### src/hdl/afc_pkg.sv
`default_nettype none
package afc_pkg;

    // Register offsets on the plain register port
    localparam logic [7:0] AFC_OFS_TEST   = 8'h0D;
    localparam logic [7:0] AFC_OFS_GAIN   = 8'h0E;
    localparam logic [7:0] AFC_OFS_CONN0  = 8'h0F;
    localparam logic [7:0] AFC_OFS_CONN1  = 8'h10;
    localparam logic [7:0] AFC_OFS_CONN2  = 8'h11;
    localparam logic [7:0] AFC_OFS_MASK   = 8'h12;

    // Nonvolatile image locations
    localparam logic [10:0] AFC_NV_GAIN   = 11'h000;
    localparam logic [10:0] AFC_NV_CONN0  = 11'h001;
    localparam logic [10:0] AFC_NV_CONN1  = 11'h002;
    localparam logic [10:0] AFC_NV_CONN2  = 11'h003;
    localparam logic [10:0] AFC_NV_MASK   = 11'h004;
    localparam int          AFC_NV_COUNT  = 5;

    // Writable bit masks
    localparam logic [7:0] AFC_GAIN_WMASK  = 8'h0F;
    localparam logic [7:0] AFC_CONN0_WMASK = 8'h3F;
    localparam logic [7:0] AFC_MASK_WMASK  = 8'hFE;

    // Field positions
    localparam int AFC_GAIN_PRE_LSB   = 2;
    localparam int AFC_GAIN_ADC_LSB   = 0;
    localparam int AFC_C0_SWA_BIT     = 5;
    localparam int AFC_C0_SWB_BIT     = 4;
    localparam int AFC_C0_FBIAS_LSB   = 0;
    localparam int AFC_C1_ABIAS_LSB   = 5;
    localparam int AFC_C1_BBIAS_LSB   = 0;
    localparam int AFC_C2_TOPO_BIT    = 7;
    localparam int AFC_C2_AINSEL_BIT  = 6;
    localparam int AFC_C2_BINSEL_BIT  = 5;
    localparam int AFC_C2_AUXSW_BIT   = 4;
    localparam int AFC_C2_NEGSRC_BIT  = 3;
    localparam int AFC_C2_PATH_BIT    = 2;
    localparam int AFC_C2_LREF_BIT    = 1;
    localparam int AFC_C2_CREF_BIT    = 0;
    localparam int AFC_PW_LADDER_BIT  = 7;
    localparam int AFC_PW_AMPB_BIT    = 6;
    localparam int AFC_PW_AMPA_BIT    = 5;
    localparam int AFC_PW_OSC_BIT     = 4;
    localparam int AFC_PW_FRONT_BIT   = 3;
    localparam int AFC_PW_IREF_BIT    = 2;
    localparam int AFC_PW_CONV_BIT    = 1;

    // Reset values
    localparam logic [7:0] AFC_RST_VAL = 8'h00;

    // Transfer engine commands
    localparam logic [1:0] AFC_XFER_LOAD  = 2'h2;
    localparam logic [1:0] AFC_XFER_STORE = 2'h3;

    // Transfer sequencer states
    typedef enum logic [2:0] {
        AFC_ST_IDLE  = 3'b001,
        AFC_ST_LOAD  = 3'b010,
        AFC_ST_STORE = 3'b100
    } afc_state_t;

endpackage

`default_nettype wire

### src/hdl/afc_config_regs.sv
// Design decision made here: the address-and-strobe port.
`timescale 1ns/1ps
`default_nettype none

module afc_config_regs
    import afc_pkg::*;
(
    // Clock and reset
    input  wire logic        CLOCK_I,
    input  wire logic        RST_B_I,
    // Register port
    input  wire logic [7:0]  ADDR_I,
    input  wire logic [7:0]  WDATA_I,
    input  wire logic        WR_I,
    input  wire logic        RD_I,
    output logic      [7:0]  RDATA_O,
    // Transfer engine side
    input  wire logic        XFER_START_I,
    input  wire logic [1:0]  XFER_MODE_I,
    output logic             XFER_BUSY_O,
    output logic             NV_WR_O,
    output logic             NV_RD_O,
    output logic      [10:0] NV_ADDR_O,
    output logic      [7:0]  NV_WDATA_O,
    input  wire logic [7:0]  NV_RDATA_I,
    input  wire logic        NV_ACK_I,
    // Converter activity
    input  wire logic        CONV_IDLE_I,
    // Gain controls, one-hot 1/2/4/8
    output logic      [3:0]  FRONT_GAIN_SEL_O,
    output logic      [3:0]  CONV_GAIN_SEL_O,
    // Bias levels in millivolts, zero means ground
    output logic      [10:0] FRONT_BIAS_MV_O,
    output logic      [10:0] AMP_A_BIAS_MV_O,
    output logic      [10:0] AMP_B_BIAS_MV_O,
    output logic             FRONT_BIAS_GND_O,
    output logic             AMP_A_BIAS_GND_O,
    output logic             AMP_B_BIAS_GND_O,
    // Switches and routing
    output logic             LADDER_TO_AMP_A_SWITCH_O,
    output logic             LADDER_TO_AMP_B_SWITCH_O,
    output logic             FRONT_AMP_TOPOLOGY_O,
    output logic             AMP_A_POS_INPUT_SEL_O,
    output logic             AMP_B_POS_INPUT_SEL_O,
    output logic             AUX_ANALOG_SWITCH_ON_O,
    output logic             NEG_INPUT_SOURCE_SEL_O,
    output logic             FRONT_AMP_PATH_ENABLE_O,
    output logic             LADDER_REFERENCE_SEL_O,
    output logic             CONVERTER_REFERENCE_SEL_O,
    // Power enables, one per block, then the full power-down flag
    output logic             PWR_BIAS_LADDER_O,
    output logic             PWR_AMP_B_O,
    output logic             PWR_AMP_A_O,
    output logic             PWR_OSC_O,
    output logic             PWR_FRONT_AMP_O,
    output logic             PWR_INT_REF_O,
    output logic             PWR_CONVERTER_O,
    output logic             FULL_POWER_DOWN_O
);

    ////////////////////////////////////////////////////////////////////////////
    // Register storage

    // Register map, one byte each
    //   0x0D  factory test byte, plain storage, never imaged
    //   0x0E  front gain [3:2], converter gain [1:0]
    //   0x0F  ladder switches [5:4], front bias code [3:0]
    //   0x10  amp_a bias code [7:5], amp_b bias code [4:0]
    //   0x11  topology, inputs, aux switch, routing, references
    //   0x12  keep-powered mask [7:1], bit 0 has no block
    // Bits without a field are masked on every write path,
    // so readback and decode never see stray ones.

    // Software visible bytes
    logic [7:0]   test_r;
    logic [7:0]   gain_r;
    logic [7:0]   conn0_r;
    logic [7:0]   conn1_r;
    logic [7:0]   conn2_r;
    logic [7:0]   mask_r;

    // Image sequencer state
    afc_state_t   state_r;
    logic [2:0]   idx_r;
    logic         req_r;

    // Load strobe and store data
    logic         ld_we;
    logic [7:0]   img_word;

    // Image word for the current index
    // Out-of-range index gives zero; the walk never reaches it
    always_comb begin
        case (idx_r)
            3'h0:    img_word = gain_r;
            3'h1:    img_word = conn0_r;
            3'h2:    img_word = conn1_r;
            3'h3:    img_word = conn2_r;
            3'h4:    img_word = mask_r;
            default: img_word = AFC_RST_VAL;
        endcase
    end

    // Load writes only on an acknowledged read cycle
    assign ld_we = (state_r == AFC_ST_LOAD) && NV_ACK_I;

    // Test byte kept plain; software is expected never to write it
    // Not guarded, so factory tooling can still reach it
    always_ff @(posedge CLOCK_I or negedge RST_B_I) begin
        if (!RST_B_I) begin
            test_r <= AFC_RST_VAL;
        end else if (WR_I && ADDR_I == AFC_OFS_TEST) begin
            test_r <= WDATA_I;
        end
    end

    // Load has priority: an image byte and a software write to the
    // same register in one cycle cannot both land, the image wins
    // Software writes; a load from the image lands over them
    always_ff @(posedge CLOCK_I or negedge RST_B_I) begin
        if (!RST_B_I) begin
            gain_r  <= AFC_RST_VAL;
            conn0_r <= AFC_RST_VAL;
            conn1_r <= AFC_RST_VAL;
            conn2_r <= AFC_RST_VAL;
            mask_r  <= AFC_RST_VAL;
        end else if (ld_we) begin
            case (idx_r)
                3'h0:    gain_r  <= NV_RDATA_I & AFC_GAIN_WMASK;
                3'h1:    conn0_r <= NV_RDATA_I & AFC_CONN0_WMASK;
                3'h2:    conn1_r <= NV_RDATA_I;
                3'h3:    conn2_r <= NV_RDATA_I;
                3'h4:    mask_r  <= NV_RDATA_I & AFC_MASK_WMASK;
                default: gain_r  <= gain_r;
            endcase
        end else if (WR_I) begin
            case (ADDR_I)
                AFC_OFS_GAIN:  gain_r  <= WDATA_I & AFC_GAIN_WMASK;
                AFC_OFS_CONN0: conn0_r <= WDATA_I & AFC_CONN0_WMASK;
                AFC_OFS_CONN1: conn1_r <= WDATA_I;
                AFC_OFS_CONN2: conn2_r <= WDATA_I;
                AFC_OFS_MASK:  mask_r  <= WDATA_I & AFC_MASK_WMASK;
                default:       mask_r  <= mask_r;
            endcase
        end
    end

    // Read data one cycle after the strobe; unmapped reads give zero
    // Cleared again after that cycle, so a stale byte never lingers
    always_ff @(posedge CLOCK_I or negedge RST_B_I) begin
        if (!RST_B_I) begin
            RDATA_O <= AFC_RST_VAL;
        end else if (RD_I) begin
            case (ADDR_I)
                AFC_OFS_TEST:  RDATA_O <= test_r;
                AFC_OFS_GAIN:  RDATA_O <= gain_r;
                AFC_OFS_CONN0: RDATA_O <= conn0_r;
                AFC_OFS_CONN1: RDATA_O <= conn1_r;
                AFC_OFS_CONN2: RDATA_O <= conn2_r;
                AFC_OFS_MASK:  RDATA_O <= mask_r;
                default:       RDATA_O <= AFC_RST_VAL;
            endcase
        end else begin
            RDATA_O <= AFC_RST_VAL;
        end
    end

    ////////////////////////////////////////////////////////////////////////////
    // Bulk image transfer, one byte per acknowledged request

    // Image order: gain, conn0, conn1, conn2, mask.
    // A start while busy is ignored, so a second request cannot
    // restart the walk half way and tear the image.
    // The engine may acknowledge every cycle; the request stays up
    // across stalls and drops the cycle after the fifth acknowledge.
    // A write to any register but the test byte that meets a load acknowledge is lost, so
    // software should wait for busy to fall before writing.

    // Sequencer walks five locations; test byte has no image
    // Index resets in idle, so every walk starts at the base
    always_ff @(posedge CLOCK_I or negedge RST_B_I) begin
        if (!RST_B_I) begin
            state_r <= AFC_ST_IDLE;
            idx_r   <= 3'h0;
            req_r   <= 1'b0;
        end else begin
            case (state_r)
                AFC_ST_IDLE: begin
                    idx_r <= 3'h0;
                    req_r <= 1'b0;
                    if (XFER_START_I && XFER_MODE_I == AFC_XFER_LOAD) begin
                        state_r <= AFC_ST_LOAD;
                        req_r   <= 1'b1;
                    end else if (XFER_START_I && XFER_MODE_I == AFC_XFER_STORE) begin
                        state_r <= AFC_ST_STORE;
                        req_r   <= 1'b1;
                    end
                end
                AFC_ST_LOAD, AFC_ST_STORE: begin
                    if (NV_ACK_I) begin
                        if (idx_r == 3'(AFC_NV_COUNT - 1)) begin
                            state_r <= AFC_ST_IDLE;
                            req_r   <= 1'b0;
                        end else begin
                            idx_r <= idx_r + 3'h1;
                        end
                    end
                end
                default: begin
                    state_r <= AFC_ST_IDLE;
                    req_r   <= 1'b0;
                end
            endcase
        end
    end

    // Request lines held until acknowledged
    // Address is the image base plus the walk index; the store
    // data is the register that index names, valid with the request
    assign XFER_BUSY_O = (state_r != AFC_ST_IDLE);
    assign NV_RD_O     = req_r && (state_r == AFC_ST_LOAD);
    assign NV_WR_O     = req_r && (state_r == AFC_ST_STORE);
    assign NV_ADDR_O   = AFC_NV_GAIN + {8'h00, idx_r};
    assign NV_WDATA_O  = img_word;

    ////////////////////////////////////////////////////////////////////////////
    // Decoded analog controls

    // All decode is combinational from the stored bytes, so each
    // control follows its register in the cycle after the write.
    // Bias values are nominal millivolts; a zero code ties the node
    // to ground and raises the matching ground flag instead.

    // Two-bit gain code to one-hot weight
    // Bit n of each select means a gain of two to the n
    assign FRONT_GAIN_SEL_O = 4'h1 << gain_r[AFC_GAIN_PRE_LSB +: 2];
    assign CONV_GAIN_SEL_O  = 4'h1 << gain_r[AFC_GAIN_ADC_LSB +: 2];

    // Extracted codes and amp_a level
    logic [3:0]  fcode;
    logic [2:0]  acode;
    logic [4:0]  bcode;
    logic [10:0] a_mv;

    // Bias code fields
    assign fcode = conn0_r[AFC_C0_FBIAS_LSB +: 4];
    assign acode = conn1_r[AFC_C1_ABIAS_LSB +: 3];
    assign bcode = conn1_r[AFC_C1_BBIAS_LSB +: 5];

    // Front bias: 0.3 V at code one, 100 mV a step
    // Code fifteen reaches 1.7 V, the top of the ladder
    assign FRONT_BIAS_MV_O  = (fcode == 4'h0) ? 11'h000
                            : 11'(200 + 100 * fcode);
    assign FRONT_BIAS_GND_O = (fcode == 4'h0);

    // Amp_a levels are irregular, so a table
    // Steps are not uniform, so no arithmetic form fits them
    always_comb begin
        case (acode)
            3'h0:    a_mv = 11'd0;
            3'h1:    a_mv = 11'd300;
            3'h2:    a_mv = 11'd500;
            3'h3:    a_mv = 11'd700;
            3'h4:    a_mv = 11'd1000;
            3'h5:    a_mv = 11'd1300;
            3'h6:    a_mv = 11'd1500;
            default: a_mv = 11'd1700;
        endcase
    end
    assign AMP_A_BIAS_MV_O  = a_mv;
    assign AMP_A_BIAS_GND_O = (acode == 3'h0);

    // Amp_b bias: 0.25 V at code one, 50 mV a step
    // Code thirty-one reaches 1.75 V
    assign AMP_B_BIAS_MV_O  = (bcode == 5'h00) ? 11'h000
                            : 11'(200 + 50 * bcode);
    assign AMP_B_BIAS_GND_O = (bcode == 5'h00);

    // Ladder switches follow their bits directly
    assign LADDER_TO_AMP_A_SWITCH_O  = conn0_r[AFC_C0_SWA_BIT];
    assign LADDER_TO_AMP_B_SWITCH_O  = conn0_r[AFC_C0_SWB_BIT];

    // Routing and reference selects, one bit each
    assign FRONT_AMP_TOPOLOGY_O      = conn2_r[AFC_C2_TOPO_BIT];
    assign AMP_A_POS_INPUT_SEL_O     = conn2_r[AFC_C2_AINSEL_BIT];
    assign AMP_B_POS_INPUT_SEL_O     = conn2_r[AFC_C2_BINSEL_BIT];
    assign AUX_ANALOG_SWITCH_ON_O    = conn2_r[AFC_C2_AUXSW_BIT];
    assign NEG_INPUT_SOURCE_SEL_O    = conn2_r[AFC_C2_NEGSRC_BIT];
    assign FRONT_AMP_PATH_ENABLE_O   = conn2_r[AFC_C2_PATH_BIT];
    assign LADDER_REFERENCE_SEL_O    = conn2_r[AFC_C2_LREF_BIT];
    assign CONVERTER_REFERENCE_SEL_O = conn2_r[AFC_C2_CREF_BIT];

    ////////////////////////////////////////////////////////////////////////////
    // Power gating; blocks stay up while the converter works

    // While a conversion runs every block is held on, whatever the
    // mask says; the mask only counts once the converter is idle.
    // High on a power line means the block is supplied.

    // Converter working
    logic busy_pw;
    assign busy_pw = !CONV_IDLE_I;

    assign PWR_BIAS_LADDER_O = busy_pw || mask_r[AFC_PW_LADDER_BIT];
    assign PWR_AMP_B_O       = busy_pw || mask_r[AFC_PW_AMPB_BIT];
    assign PWR_AMP_A_O       = busy_pw || mask_r[AFC_PW_AMPA_BIT];
    assign PWR_OSC_O         = busy_pw || mask_r[AFC_PW_OSC_BIT];
    assign PWR_FRONT_AMP_O   = busy_pw || mask_r[AFC_PW_FRONT_BIT];
    assign PWR_INT_REF_O     = busy_pw || mask_r[AFC_PW_IREF_BIT];
    assign PWR_CONVERTER_O   = busy_pw || mask_r[AFC_PW_CONV_BIT];

    // Only digital logic survives an all-zero mask when idle
    // Mask bit 0 is never stored, so it cannot hold off this state
    assign FULL_POWER_DOWN_O = CONV_IDLE_I && (mask_r == AFC_RST_VAL);

    // Limitations: no interlock between software writes and a load,
    // and no check of the image contents; a loaded byte goes in as
    // read, with only the unassigned bits cleared.

endmodule

`default_nettype wire

### config.mk
export PLATFORM = sky130hd
export DESIGN_NAME = afc_config_regs
export DESIGN_NICKNAME = d
export VERILOG_FILES = /design/src/hdl/afc_pkg.sv /design/src/hdl/afc_config_regs.sv
export SDC_FILE = /design/constraint.sdc
export NUM_CORES = 1
export LEC_CHECK = 0
export ABC_AREA = 1
export CORE_MARGIN = 2
export CORE_UTILIZATION = 59
export CTS_CLUSTER_SIZE = 20
export DETAILED_ROUTE_END_ITERATION = 8
export DONT_BUFFER_PORTS = 1
export PLACE_DENSITY = 0.79
export SLEW_MARGIN = 40
export SYNTH_ARGS = -nofsm -noshare
export SYNTH_HDL_FRONTEND = slang
export SYNTH_SLANG_ARGS = --single-unit
### constraint.sdc
create_clock -name CLOCK_I -period 2.5 [get_ports CLOCK_I]
set_input_delay 0 -clock CLOCK_I [delete_from_list [all_inputs] [get_ports CLOCK_I]]
set_output_delay 0 -clock CLOCK_I [all_outputs]
set_load 0.01 [all_outputs]
======== Word-level counts from Yosys, hierarchy flattened ========
Index checks and enable logic that the tools add are counted.
W data, S select, Z words.
cells by class
  add/sub/neg operators ................... 3
  $mul .................................... 2
  equality and inequality tests ........... 31
  shift operators ......................... 2
  mux-type cells .......................... 39
  reduce and logical (&&, ||, !) cells .... 36
operator list
  kind                     number
  $mux W8                  21
  $pmux W11 S7             1
  $pmux W8 S6              1
  $pmux W8 S5              1
  $eq A8 B4 Y1 const B     3
  $eq A8 B5 Y1 const B     3
  $add A8 B11 Y11 const A  2
  $mux W11                 2
  $reduce_and A3 Y1        7
  $mux W3                  6
  $eq A3 B2 Y1 const B     5
  $eq A3 B3 Y1 const B     5
  $reduce_bool A2 Y1       7
  $pmux W3 S2              2
  $mul A5 B5 Y10 const A   1
  $ne A2 B1 Y1 const B     5
  $eq A3 B1 Y1 const B     3
  $mul A5 B4 Y9 const A    1
  $logic_not A8 Y1         1
  $shl A1 B2 Y4 const A    2
  $logic_and A1 B1 Y1      7
  $logic_or A1 B1 Y1       7
  $logic_not A3 Y1         2
  $ne A2 B2 Y1 const B     3
  other kinds (11)         15
storage, ports and cells
  flip-flop bits (word level) ............. 63
  input port bits ......................... 33
  output and inout bits ................... 92
  logic and storage cells ................. 123

======== Depth between registers and ports, before layout ========
  word-level depth ........................ 5
  depth in mapped cells ................... 14
  depth with buffers taken out ............ 14

======== Worst setup path after synthesis ========
Ideal clock, no wire load.
  path type ............................... reg-to-output
  from .................................... reg conn1_r[1]
  to ...................................... out AMP_B_BIAS_MV_O[7]
  arrival ................................. 2.269 ns
  required time ........................... 2.500 ns
  path slack .............................. 0.231 ns
  stages on the path, launching flop included .. 10
  buffers on the path ..................... 0
  path through ............................ dfrtp_1 -> ha_1 -> ha_1 -> ha_1 -> inv_1 -> fa_1 -> inv_1 -> nor2_1 -> or2_2 -> a21oi_1
between the ends
  cells in the longest elaborated chain, start to end .. 3
  elaborated cells between the ends (all ways) .. 4
  those cells by class .................... add/sub (1); mul (1); mux (1); reduce/logical (1)
RTL lines
  element                 RTL line                text
  start, declared         afc_config_regs.sv:78   logic [7:0] conn1_r;
  start signal, assigned  afc_config_regs.sv:124  conn1_r <= AFC_RST_VAL;
  start signal, assigned  afc_config_regs.sv:131  3'h2: conn1_r <= NV_RDATA_I;
  start signal, assigned  afc_config_regs.sv:140  AFC_OFS_CONN1: conn1_r <= WDATA_I;
  $mul A5 B5 Y10          afc_config_regs.sv:276  : 11'(200 + 50 * bcode);
  $add A8 B11 Y11         afc_config_regs.sv:276
  $mux W11 *              afc_config_regs.sv:275  assign AMP_B_BIAS_MV_O = (bcode == 5'h00) ? 11'h000
  end, declared           afc_config_regs.sv:35   output logic [10:0] AMP_B_BIAS_MV_O,
Every way passes the cells marked *; elsewhere a longest branch is shown, timed or not.

======== Worst setup path in the final report ========
  from .................................... reg conn1_r[1]
  to ...................................... out AMP_B_BIAS_MV_O[8]
The elaborated chain is that of the path after synthesis.

==> flow_summary.yaml <==
floorplan:
  pin_count: 125
  num_rows: 30
  start_util: 0.611
  fp.dieH_um: 87.9
  core_mm2: 0.00679
  chipWidth_um: 87.9
  dieArea_mm2: 0.00772
route:
  dr.pass1.iters: 5
  wl_per_cell_um: 16.5
  ant_nets: 0
  vias: 3937
  drt_iter0_drc: 432
  drt-total-wl_um: 11400
  post-route-drc-count: 0
  via_per_inst: 5.70
sta:
  relSlewSlack: 0.585
  timing.fmax_mhz: 375
  final_hold_viol_count: 0
  rsz0062_at_grt: "true"
  fin_setup_tns_ns: -0.634
  worst_clock_skew_ns: 0.00487
  tightest_slew_ns: 0.622
  setup_viol: 5
  fin_crit_ns: 2.67
  final.setup.worst_slack_ns: -0.165
  fin_crit_sh: 1.07
  drv_slew: 0
power_and_ir_drop:
  pwr-share-comb: 0.553
  p_sw_mw: 1.75
  switching_share: 0.463
  power_frac_seq: 0.318
  p_int_mw: 2.03
  p_leak_nw: 2.38
  finalPower_mw: 3.78
  pwr-share-clk: 0.129
  peakVddDrop_uv: 579
  p_per_area_mw_per_mm2: 776
setup_path:
  reg2reg_to: "state_r[1]"
  reg2reg_from: "idx_r[0]"
  setup.worst_path.end: "AMP_B_BIAS_MV_O[8]"
  end_kind: "primary output"
  startpoint: "conn1_r[1]"
  critPathMaxFanout: 3
  crit_path_start_kind: "flip-flop"
  cp.required_ns: 2.50
  arrival_ns: 2.67
  reg2reg_depth: 6
  rrSetupSlack_ns: 0.23
  critical_path_class: "reg2out"
grt:
  grtUsageMet3: 0.0613
  grt_usage: 0.279
  globalRouteOverflowTotal: 0
  use_met1: 0.361
  grt_max_degree: 57
  grt-busiest-layer: "met2"
  antenna_found_initial: 0
  grt_pass1_vias: 3523
  use_met2: 0.456
  grt_first_pass_wirelength_um: 16800
clocking:
  clkLatencyLatePin_ns: 0.31
  clockRootBuffer: "clkbuf_8"
  clockBufferDepth: 2
  cts_tree: "yes"
  htreeDepth: 2
  cts_made_buffers: 5
  clkTransAtPathRegs_ns: 0.09
  cts_num_sinks: 56
synth:
  syn_area_mm2: 0.00415
  ys_types: 45
  synth_cells: 554
  yosysSeqAreaShare: 0.338
  yosys_most_used_dff: "dfrtp_1"
  syn_area_per_cell_um2: 7.49
  ys_warn_count: 0
  synth_async_sr_flop_share: 1.00
  synth-seq-cells: 56
  synth_edf_count: 0
place:
  gp_congestion: 0.904
  port_buffers: 0
  dp_hpwl_um: 7830
  pre_cts_ws_ns: 0.0604
final_layout:
  fillers: 518
  drive_gt1_frac: 0.205
  area_delta_synth_final_pct: 17.2
  final_core_util: 0.716
  diodes: 0
  nets: 661
outcome:
  violations: "negative setup slack"
  status: "finished, violations left"
job:
  cap_violations: 0
hold_path:
  hold_class: "in2reg"
kinds of logic (layout without fill, tap and decap cells):
family	after synthesis	count (layout)	synth area share
AOI/OAI and AO/OA	110	110	0.170
xor gates and xnor gates	5	5	0.0106
adders and majority gates	34	34	0.106
buffers and inverters	115	144	0.126
DFF	56	56	0.338
other	1	13	0.000904
and+or+nand+nor	233	233	0.248
power by group through the flow:
stage | clock, mW | sequential, mW | combinational (mW)
floorplan | 0 | 1.16 | 1.26
global placement | 0 | 1.21 | 1.50
detailed placement | 0 | 1.22 | 1.55
CTS | 0.488 | 1.19 | 1.73
global route | 0.538 | 1.22 | 2.28
finish | 0.486 | 1.20 | 2.09
flip-flops by register name, summed over array words and instances (netlist names), 3 cells and up:
| register | flops |
|---|---|
| test_r | 8 |
| conn2_r | 8 |
| state_r | 3 |
| mask_r | 7 |
| conn1_r | 8 |
| RDATA_O | 8 |
| conn0_r | 6 |
| idx_r | 3 |
| gain_r | 4 |
critical path, cell delays in order (launching register included):
cell and delay (ns):
dfrtp_2 0.47, ha_4 0.26, ha_4 0.27, ha_4 0.14, inv_2 0.04, fa_2 0.37
xor2_2 0.22, nand3_1 0.20, o21ai_0 0.30, a21oi_2 0.09
layout make-up:
type / instances / area [um^2] / share of cell area
multi-input combinational: 395 / 2490 / 0.513
sequential: 56 / 1410 / 0.289
clock buffer: 7 / 76.3 / 0.0157
timing repair buffer: 44 / 417 / 0.0856
tap: 96 / 120 / 0.0247
inverter: 92 / 345 / 0.0710
clock inverter: 1 / 5.00 / 0.00103
placed cells by master (no fill, tap or decap), drive strengths merged, types with 6 or more instances in the layout:
cell type,Yosys,routed
conb,1,13
nor3,6,6
clkbuf,3,7
o21ai,70,70
nor2,53,53
nand3,25,25
ha,32,32
o22ai,12,12
inv,91,91
a21oi,14,14
nand2,142,142
buf,20,19
dfrtp,55,55
dlygate4sd3,0,25
timing repair:
item                                    4_1_cts  5_1_grt
hold buffers                                 26        0
cloned                                        0        0
pin swaps                                    14       13
resized for setup                            16       39
endpoints found under the setup margin        6       10
endpoints found under the hold margin        81        0
buffers inserted                              4        6
worst min path at each step:
| stage | start | end | slack [ns] | cells past startpoint |
|---|---|---|---|---|
| floorplan | RST_B_I | RDATA_O[0] | -0.30 | 0 |
| global placement | RST_B_I | RDATA_O[0] | -0.29 | 0 |
| detailed placement | RST_B_I | conn2_r[0] | -0.29 | 0 |
| CTS | NV_RDATA_I[6] | conn2_r[6] | 0.02 | 4 |
| global route | NV_RDATA_I[6] | mask_r[6] | 0.05 | 4 |
| finish | NV_RDATA_I[6] | conn2_r[6] | 0.02 | 4 |
synth_stat cells (2+ instances only):
library cell / number / area (um^2)
a21o_1: 2 / 15.0
a21oi_1: 14 / 70.1
a221o_1: 2 / 20.0
a221oi_1: 3 / 26.3
buf_4: 14 / 105
buf_6: 5 / 56.3
clkbuf_1: 3 / 11.3
dfrtp_1: 55 / 1380
fa_1: 2 / 40.0
ha_1: 32 / 400
inv_1: 81 / 304
inv_2: 10 / 37.5
nand2_1: 132 / 495
nand2_2: 9 / 56.3
nand3_1: 23 / 115
nand4_1: 4 / 25.0
nor2_1: 49 / 184
nor2_2: 3 / 18.8
nor3_1: 3 / 15.0
nor3_4: 2 / 32.5
o21ai_0: 25 / 125
o21ai_1: 26 / 130
o21ai_2: 16 / 140
o21ai_4: 3 / 48.8
o221ai_1: 2 / 17.5
o22ai_1: 12 / 75.1
xor2_1: 4 / 35.0
metrics by stage:
step	hold slack [ns]	cell area, um^2	cells
after global placement	-0.293	4200	647
final	0.0185	4870	691
after CTS	0.0177	4630	685
after detailed placement	-0.293	4200	647
after floorplan	-0.296	4200	566
after global routing	0.0508	4870	691
per-layer routing:
metal  share of wire  wire [um]
met5               0          0
met2            0.49       5540
met4           0.034        384
met3           0.084        955
met1            0.40       4500
Note: power is estimated with default switching activity, not from simulation.
